`src/rtl/mrs_shadow_pkg.sv`:
```
// constants, field layout and carrier types for the mode register shadow
// assumes word addressing on the debug port, one 32-bit word per address
package mrs_shadow_pkg;

  // debug port geometry
  localparam int DBG_AW = 10;
  localparam int DBG_DW = 32;

  // register word addresses
  localparam logic [9:0] ADDR_MODE01 = 10'h005;
  localparam logic [9:0] ADDR_MODE23 = 10'h006;
  localparam logic [9:0] ADDR_CALCTL = 10'h100;

  // field positions, first mode word
  localparam int BL_LSB = 0;
  localparam int BT_BIT = 3;
  localparam int CL_LSB = 4;
  localparam int WR_LSB = 9;
  localparam int PD_BIT = 12;
  localparam int AL_LSB = 19;

  // field positions, second mode word
  localparam int CWL_LSB = 3;

  // calibration control word bits
  localparam int CAL_OK_BIT = 0;
  localparam int CAL_FAIL_BIT = 1;
  localparam int CAL_REQ_BIT = 2;

  // burst length eight, in its mode register encoding
  localparam logic [2:0] BL_FIXED = 3'h0;

  // writable bits; everything else reads fixed or zero
  localparam logic [31:0] W0_WMASK = 32'h1FFF0F70;
  localparam logic [31:0] W1_WMASK = 32'h000706F8;
  // pass-through bits (writable minus latency fields)
  localparam logic [31:0] W0_PASS = 32'h1FC70100;
  localparam logic [31:0] W1_PASS = 32'h000706C0;
  localparam logic [31:0] W0_FIXED = {29'h0, BL_FIXED};

  // latency defaults used when nothing else is chosen
  localparam logic [2:0] CL_DEF = 3'h2;
  localparam logic [2:0] WR_DEF = 3'h2;
  localparam logic [2:0] AL_DEF = 3'h0;
  localparam logic [2:0] CWL_DEF = 3'h0;

  // index of the last mode register set command per calibration
  localparam logic [1:0] MRS_LAST = 2'h3;

  typedef struct packed {
    logic [1:0] sel;
    logic [15:0] val;
  } mrs_cmd_t;

  typedef enum logic [1:0] {
    SEQ_IDLE = 2'b01,
    SEQ_SEND = 2'b10
  } seq_state_t;

endpackage : mrs_shadow_pkg

```
`src/rtl/mrs_cal_ctrl.sv`:
```
// calibration request bit and its trigger pulse
// assumes the caller qualifies wr_en with address decode and stall
`timescale 1ns/1ps
`default_nettype none
module mrs_cal_ctrl
(
  // clock and reset
  input wire logic clk_i,
  input wire logic rst_n_i,
  // register write
  input wire logic wr_en_i,
  input wire logic req_bit_i,
  // towards the physical layer and the sequencer
  output logic cal_req_o,
  output logic start_o
);
  import mrs_shadow_pkg::*;

  logic req_q;
  logic start_q;

  always_ff @(posedge clk_i or negedge rst_n_i)
  begin
    if (!rst_n_i)
      req_q <= 1'b0;
    else if (wr_en_i)
      req_q <= req_bit_i;
  end

  // the falling request is what launches calibration
  always_ff @(posedge clk_i or negedge rst_n_i)
  begin
    if (!rst_n_i)
      start_q <= 1'b0;
    else
      start_q <= wr_en_i & req_q & ~req_bit_i;
  end

  assign cal_req_o = req_q;
  assign start_o = start_q;

endmodule : mrs_cal_ctrl
`default_nettype wire

```
`src/rtl/mrs_issuer.sv`:
```
// sends the four mode register set commands in init order 2,3,1,0
// assumes the mode words hold still while busy_o is high
`timescale 1ns/1ps
`default_nettype none
module mrs_issuer
(
  // clock and reset
  input wire logic clk_i,
  input wire logic rst_n_i,
  // trigger and contents
  input wire logic start_i,
  input wire logic [31:0] word0_i,
  input wire logic [31:0] word1_i,
  // command handshake
  input wire logic ready_i,
  output logic valid_o,
  output mrs_shadow_pkg::mrs_cmd_t cmd_o,
  output logic busy_o
);
  import mrs_shadow_pkg::*;

  seq_state_t state_q;
  logic [1:0] idx_q;
  mrs_cmd_t cmd_q;

  function automatic mrs_cmd_t pick(input logic [1:0] i, input logic [31:0] w0, input logic [31:0] w1);
    mrs_cmd_t c;
    c.sel = 2'h0;
    c.val = 16'h0000;
    case (i)
      2'h0: c = '{sel: 2'h2, val: w1[15:0]};
      2'h1: c = '{sel: 2'h3, val: w1[31:16]};
      2'h2: c = '{sel: 2'h1, val: w0[31:16]};
      default: c = '{sel: 2'h0, val: w0[15:0]};
    endcase
    return c;
  endfunction : pick

  always_ff @(posedge clk_i or negedge rst_n_i)
  begin
    if (!rst_n_i)
    begin
      state_q <= SEQ_IDLE;
      idx_q <= 2'h0;
      cmd_q <= '0;
    end
    else
    begin
      case (state_q)
        SEQ_IDLE:
          if (start_i)
          begin
            state_q <= SEQ_SEND;
            idx_q <= 2'h0;
            cmd_q <= pick(2'h0, word0_i, word1_i);
          end
        SEQ_SEND:
          if (ready_i)
          begin
            if (idx_q == MRS_LAST)
              state_q <= SEQ_IDLE;
            idx_q <= idx_q + 2'h1;
            cmd_q <= pick(idx_q + 2'h1, word0_i, word1_i);
          end
        default:
          state_q <= SEQ_IDLE;
      endcase
    end
  end

  assign valid_o = (state_q == SEQ_SEND);
  assign busy_o = (state_q != SEQ_IDLE);
  assign cmd_o = cmd_q;

endmodule : mrs_issuer
`default_nettype wire

```
`src/rtl/ddr3_mode_register_shadow.sv`:
```
// mode register shadow words on the debug slave port, with calibration
// trigger and mode register set issue
// assumes host logic mirrors latencies into the timing register itself
//
// Functional notes
// - burst length field fixed, writes ignored
// - burst type and power-down bits read zero
// - writable CAS latency, generated reset value
// - writable write recovery, generated reset value
// - writable additive latency, generated reset value
// - writable CAS write latency, generated reset value
// - first word pass-through bits stored, reset zero
// - second word pass-through bits stored, reset zero
// - reserved bits of both words read zero
// - words live at 0x005 and 0x006
// - request bit one asserts, zero written while it is one starts calibration
`timescale 1ns/1ps
`default_nettype none
module ddr3_mode_register_shadow
#(
  parameter logic [2:0] CAS_LATENCY = mrs_shadow_pkg::CL_DEF,
  parameter logic [2:0] WRITE_RECOVERY = mrs_shadow_pkg::WR_DEF,
  parameter logic [2:0] ADDITIVE_LATENCY = mrs_shadow_pkg::AL_DEF,
  parameter logic [2:0] CAS_WRITE_LATENCY = mrs_shadow_pkg::CWL_DEF
)
(
  // clock and reset
  input wire logic MCLK_I,
  input wire logic RESETN_I,
  // debug slave port
  input wire logic [mrs_shadow_pkg::DBG_AW-1:0] DBG_ADDR_I,
  input wire logic DBG_CS_I,
  input wire logic DBG_WR_I,
  input wire logic [mrs_shadow_pkg::DBG_DW-1:0] DBG_WR_DATA_I,
  input wire logic DBG_RD_I,
  output logic [mrs_shadow_pkg::DBG_DW-1:0] DBG_RD_DATA_O,
  output logic DBG_WAITREQUEST_O,
  // physical layer calibration
  input wire logic CAL_SUCCESS_I,
  input wire logic CAL_FAIL_I,
  output logic CAL_REQ_O,
  // mode register set commands
  input wire logic MRS_READY_I,
  output logic MRS_VALID_O,
  output mrs_shadow_pkg::mrs_cmd_t MRS_CMD_O
);
  import mrs_shadow_pkg::*;

  localparam logic [31:0] W0_RESET = W0_FIXED
    | (32'(CAS_LATENCY) << CL_LSB)
    | (32'(WRITE_RECOVERY) << WR_LSB)
    | (32'(ADDITIVE_LATENCY) << AL_LSB);
  localparam logic [31:0] W1_RESET = 32'(CAS_WRITE_LATENCY) << CWL_LSB;

  logic [31:0] mode0_q;
  logic [31:0] mode1_q;
  logic [31:0] rd_data_q;
  logic rd_pend_q;
  logic busy;
  logic cal_start;
  logic wr_take;
  logic rd_take;
  logic [31:0] rd_mux;
  logic wr_block;
  logic wr_wait;

  function automatic logic hit(input logic [DBG_AW-1:0] a, input logic [9:0] r);
    return a == DBG_AW'(r);
  endfunction : hit

  // writes stall while commands are going out, so the words sent stay coherent;
  // the start cycle counts too, since the first command is latched from the words then
  assign wr_block = busy | cal_start;
  assign wr_take = DBG_CS_I & DBG_WR_I & ~wr_block;
  // one wait cycle on reads lets the read data come from a flop
  assign rd_take = DBG_CS_I & DBG_RD_I & ~rd_pend_q;
  assign wr_wait = DBG_CS_I & DBG_WR_I & wr_block;
  assign DBG_WAITREQUEST_O = rd_take | wr_wait;

  // writable bits are stored with the fixed ones ORed in on write; reads return the word as stored
  always_ff @(posedge MCLK_I or negedge RESETN_I)
  begin
    if (!RESETN_I)
      mode0_q <= W0_RESET;
    else if (wr_take && hit(DBG_ADDR_I, ADDR_MODE01))
      mode0_q <= (DBG_WR_DATA_I & W0_WMASK) | W0_FIXED;
  end

  always_ff @(posedge MCLK_I or negedge RESETN_I)
  begin
    if (!RESETN_I)
      mode1_q <= W1_RESET;
    else if (wr_take && hit(DBG_ADDR_I, ADDR_MODE23))
      mode1_q <= DBG_WR_DATA_I & W1_WMASK;
  end

  always_comb
  begin
    rd_mux = 32'h00000000;
    if (hit(DBG_ADDR_I, ADDR_MODE01))
      rd_mux = mode0_q;
    else if (hit(DBG_ADDR_I, ADDR_MODE23))
      rd_mux = mode1_q;
    else if (hit(DBG_ADDR_I, ADDR_CALCTL))
    begin
      rd_mux[CAL_OK_BIT] = CAL_SUCCESS_I;
      rd_mux[CAL_FAIL_BIT] = CAL_FAIL_I;
      rd_mux[CAL_REQ_BIT] = CAL_REQ_O;
    end
  end

  always_ff @(posedge MCLK_I or negedge RESETN_I)
  begin
    if (!RESETN_I)
      rd_pend_q <= 1'b0;
    else
      rd_pend_q <= rd_take;
  end

  // unmapped addresses answer zero
  always_ff @(posedge MCLK_I or negedge RESETN_I)
  begin
    if (!RESETN_I)
      rd_data_q <= 32'h00000000;
    else if (rd_take)
      rd_data_q <= rd_mux;
  end

  assign DBG_RD_DATA_O = rd_data_q;

  // host is expected to leave this alone until a result flag shows
  mrs_cal_ctrl u_cal
  (
    .clk_i(MCLK_I),
    .rst_n_i(RESETN_I),
    .wr_en_i(wr_take && hit(DBG_ADDR_I, ADDR_CALCTL)),
    .req_bit_i(DBG_WR_DATA_I[CAL_REQ_BIT]),
    .cal_req_o(CAL_REQ_O),
    .start_o(cal_start)
  );

  mrs_issuer u_issue
  (
    .clk_i(MCLK_I),
    .rst_n_i(RESETN_I),
    .start_i(cal_start),
    .word0_i(mode0_q),
    .word1_i(mode1_q),
    .ready_i(MRS_READY_I),
    .valid_o(MRS_VALID_O),
    .cmd_o(MRS_CMD_O),
    .busy_o(busy)
  );

  logic wr0;
  logic wr1;
  logic wrc;
  assign wr0 = wr_take && hit(DBG_ADDR_I, ADDR_MODE01);
  assign wr1 = wr_take && hit(DBG_ADDR_I, ADDR_MODE23);
  assign wrc = wr_take && hit(DBG_ADDR_I, ADDR_CALCTL);
endmodule : ddr3_mode_register_shadow
`default_nettype wire

```
`config.mk`:
```
export PLATFORM = sky130hd
export DESIGN_NAME = ddr3_mode_register_shadow
export DESIGN_NICKNAME = d
export VERILOG_FILES = /design/src/rtl/mrs_shadow_pkg.sv /design/src/rtl/mrs_cal_ctrl.sv /design/src/rtl/mrs_issuer.sv /design/src/rtl/ddr3_mode_register_shadow.sv
export SDC_FILE = /design/constraint.sdc
export NUM_CORES = 1
export LEC_CHECK = 0
export BUFFER_PORTS_ARGS = -buffer_cell sky130_fd_sc_hd__buf_2
export CAP_MARGIN = 20
export CORE_ASPECT_RATIO = 2
export CORE_MARGIN = 2
export CORE_UTILIZATION = 45
export DETAILED_ROUTE_END_ITERATION = 10
export GPL_ROUTABILITY_DRIVEN = 0
export HOLD_SLACK_MARGIN = 0.06
export PLACE_DENSITY = 0.71
export SLEW_MARGIN = 15
export SYNTH_ARGS = -nofsm -noshare
export SYNTH_HDL_FRONTEND = slang
export SYNTH_SLANG_ARGS = --single-unit
```
`constraint.sdc`:
```
create_clock -name MCLK_I -period 2.9 [get_ports MCLK_I]
set_clock_uncertainty 0.05 [all_clocks]
set_input_delay 0.29 -clock MCLK_I [delete_from_list [all_inputs] [get_ports MCLK_I]]
set_output_delay 0.29 -clock MCLK_I [all_outputs]
set_load 0.05 [all_outputs]
```
==> impl_summary.md <==
Clock network
The maximum buffer depth of the clock tree is 2. TritonCTS built the clock tree. The register clock-pin slew on the reported worst setup and hold paths is 0.06 ns. The H-tree generated during clock tree synthesis spans 3 levels. The insertion delay of the later-clocked pin in the worst-skew pair is 0.33 ns.

The number of setup buffers added after CTS is 0. The CTS buffer count is 9. The cell sitting at the root of the clock tree is a sky130_fd_sc_hd__clkbuf_16. After clock tree synthesis, the flow added hold-fix buffers numbering 0. The number of gates resized after CTS was 0. The tree built by TritonCTS fans out to between 70 and 80 sinks.

Timing
In the finished design, the share of the clock period the worst path needs comes to 85.34%. Setup total negative slack on the finished layout was measured at 0 ns. The hold violation total from the final report is 0. Timing would allow up to 404.0 MHz. The max-slew violation count was 0. Setup violations remaining at the end of the flow were counted as 0. The actual transition at the worst max-transition pin is approximately 0.96 ns. Hold timing on the final database bottoms out at a slack of 0.06833 ns. The worst slew margin relative to its limit is 36.22%.

Setup repair after global routing left no endpoint under its margin. The routed design could run at a clock period as short as 2.475 ns.

GRT
The remaining global-route overflow is 0. The via count of the first global-routing pass is 2501. The pin count of the biggest net entering global routing is 78.

The overall fraction of global-route tracks in use is 19.67%. The initial antenna violation count is 0. The first-pass GRT wire length is 12.39 mm.

Drt
After detailed routing, the total wire length is 7.596 mm. Detailed routing inserted a total of 2459 vias. The wire length per cell is 16.77 µm.

After the first detailed-routing iteration, the DRC count stood at 117. The post-route antenna net violation count is 0. The detailed-router iteration count before antenna repair is 4. The via count normalized by instance count is approximately 5.4.

The residual DRC count is 0.

Layout
Leaving out fill and tap cells, the most frequent cells in the layout are 82 x sky130_fd_sc_hd__buf_2, 74 x sky130_fd_sc_hd__dfrtp_1, 31 x sky130_fd_sc_hd__nand2_1. The area overhead of the layout relative to synthesis is 21.74%. The number of nets in the layout is 409. The diode insertion count for antenna repair is 0. The share of final-layout standard cells stronger than drive strength 1 is 40.39%. Leaving out fill and tap cells, the most frequent cell in the layout is sky130_fd_sc_hd__buf_2.

Power and ir drop
The maximum VDD drop is ~0.00034 V. The power density over the cells is between 500 and 600 mW/mm². For this design the static power due to leakage is 2.236 nW. The share of power burned in combinational logic is 4.7%.

The internal power of the cells totals ~0.0018 W. The clock network burns 48.8% of the power. The power dissipated by switching net loads is 0.0004920 W.

The switching share of total power is between 20% and 30%. The sequential group share of total power is 46.4%.

Place
The HPWL after detailed placement is 5.484 mm. The number of I/O port buffers is 83.

Floorplanning
Once the floorplan was initialized, standard cells occupied about 46% of the core. Measured along the y axis, the die boundary spans between 100 and 150 µm. Pin placement for this block handled 103 I/O pins.

The die covers ~0.0084 mm². Row generation in the floorplan step produced 45 rows. The die span in x is about 66 µm. The core region is 0.007545 mm².

Synthesis
The post-synthesis average cell area is about 13 µm². Sequential elements use 55.91% of the synthesized area. The top cell type by area accounts for 53.62% of the synthesized area. Synthesis inferred 77 register bits. After synthesis, the cell types taking the most area are sky130_fd_sc_hd__dfrtp_1 54%, sky130_fd_sc_hd__mux2_4 8.7%, sky130_fd_sc_hd__a22o_1 5.6%. The number of synthesis warnings is 0. Of all cell types, the one taking the most synthesized area is sky130_fd_sc_hd__dfrtp_1. The mapped netlist covers ~0.0035 mm². In this run, distinct cell masters in the synthesized netlist total 40. The share of synthesized flip-flops with an asynchronous set or reset is 100.0%. The number of synthesized flops with an enable pin is 0. The dominant register cell in the synthesized netlist is sky130_fd_sc_hd__dfrtp_1. The synthesized netlist cell count is 271.

Critical path
In this run the worst path has a maximum fanout of 16. The critical path capture point type is an output pin. The register-to-register path setup slack is 0.72 ns. STA puts the critical path data required time at 2.56 ns. The kind of start point of the critical path is a register. The critical path is of the reg -> out type. Data arrives at the worst endpoint at 2.13 ns.

Run
The total of max-cap violations is 0.

Worst hold path
The worst min-delay path category is in -> async.

Status
The run finished with clean final reports.
sequential cells by signal, summed over array words and instances (netlist names), 2 cells and up:
signal           flops
u_issue.state_q      2
mode1_q             10
u_issue.cmd_o       15
DBG_RD_DATA_O       25
u_issue.idx_q        2
mode0_q             20
metal layers:
| metal | track usage (%) | vias to the layer above | wire length [µm] |
|---|---|---|---|
| met4 | 10.68 | 0 | 276 |
| li1 | - | 1129 | - |
| met3 | 4.302 | 16 | 374 |
| met2 | 32.20 | 82 | 3928 |
| met5 | 0 | - | 0 |
| met1 | 23.72 | 1232 | 3017 |
path summary, 6_finish.rpt:
check                                  start                end  depth (start not counted)
min in group MCLK_I         DBG_WR_DATA_I[2]      u_cal.start_o                          2
hold / removal                      RESETN_I  DBG_RD_DATA_O[27]                          1
max in group asynchronous           RESETN_I  DBG_RD_DATA_O[19]                          1
setup / recovery                   rd_pend_q  DBG_WAITREQUEST_O                          4
setup reg to reg                   rd_pend_q   DBG_RD_DATA_O[4]                          4
hold reg to reg            u_issue.cmd_o[12]  u_issue.cmd_o[12]                          2
per-stage QoR:
step	instances	cell area (µm²)	worst slack, ns	utilization, %	total power [W]
after detailed placement	437	3892	0.7325	51.59	0.001215
after CTS	453	4204	0.4175	55.72	0.002358
after floorplan	280	3487	0.9145	-	0.001164
after global routing	453	4204	0.3256	55.72	0.002404
final	453	4204	0.4250	55.72	0.002333
after global placement	437	3892	0.7764	51.59	0.001211
critical path: stages (launching register included):
cell                       delay [ns]
sky130_fd_sc_hd__dfrtp_1         0.36
sky130_fd_sc_hd__nand3b_1        0.59
sky130_fd_sc_hd__buf_4           0.44
sky130_fd_sc_hd__o21ai_0         0.10
sky130_fd_sc_hd__buf_2           0.30
final cells by class:
| type | instances | area (µm²) |
|---|---|---|
| repair buffers | 85 | 432.9 |
| flip-flops and latches | 77 | 1931 |
| inverters | 7 | 26.28 |
| clock buffers | 12 | 266.5 |
| multi-input cells | 174 | 1385 |
| clock inverters | 4 | 45.04 |
| fillers | 693 | 3341 |
| well taps | 94 | 117.6 |
power by group through the flow:
| stage | logic [W] | clock network [W] | registers (W) |
|---|---|---|---|
| 2_1_floorplan | 0.0000624 | 0 | 0.00110 |
| 3_3_place_gp | 0.000110 | 0 | 0.00110 |
| 3_5_place_dp | 0.000113 | 0 | 0.00110 |
| 4_1_cts | 0.000113 | 0.00116 | 0.00108 |
| 5_1_grt | 0.000121 | 0.00120 | 0.00108 |
| 6_report | 0.000111 | 0.00114 | 0.00108 |
synthesized netlist by cell type (2+ instances only):
cell type and count:
sky130_fd_sc_hd__dfstp_2 3, sky130_fd_sc_hd__dfrtp_1 74, sky130_fd_sc_hd__mux2_2 13, sky130_fd_sc_hd__nand2b_1 2
sky130_fd_sc_hd__nand3b_1 3, sky130_fd_sc_hd__a221oi_1 5, sky130_fd_sc_hd__buf_2 2, sky130_fd_sc_hd__ha_1 5
sky130_fd_sc_hd__nor4_4 2, sky130_fd_sc_hd__buf_4 10, sky130_fd_sc_hd__nor3b_1 2, sky130_fd_sc_hd__a22o_1 22
sky130_fd_sc_hd__a21oi_1 2, sky130_fd_sc_hd__o41ai_1 3, sky130_fd_sc_hd__buf_6 3, sky130_fd_sc_hd__a32oi_1 2
sky130_fd_sc_hd__nand2_1 31, sky130_fd_sc_hd__nor2b_1 2, sky130_fd_sc_hd__o21ai_0 10, sky130_fd_sc_hd__a22oi_1 12
sky130_fd_sc_hd__mux2_4 20, sky130_fd_sc_hd__clkbuf_1 7, sky130_fd_sc_hd__inv_1 7, sky130_fd_sc_hd__nor2_1 13
cell families (layout without fill, tap and decap cells):
family                   Yosys count  count (layout)  synth area share, %
buffers and inverters             29             108                4.964
other                              1              10               0.1086
adder cells (fa/ha/maj)            5               5                1.812
AND/OR/NAND/NOR                   67              67                11.12
multiplexers                      33              33                12.93
flip-flops                        77              77                55.91
AO/OA/AOI/OAI                     59              59                13.15
Note: power is estimated with default switching activity, not from simulation.
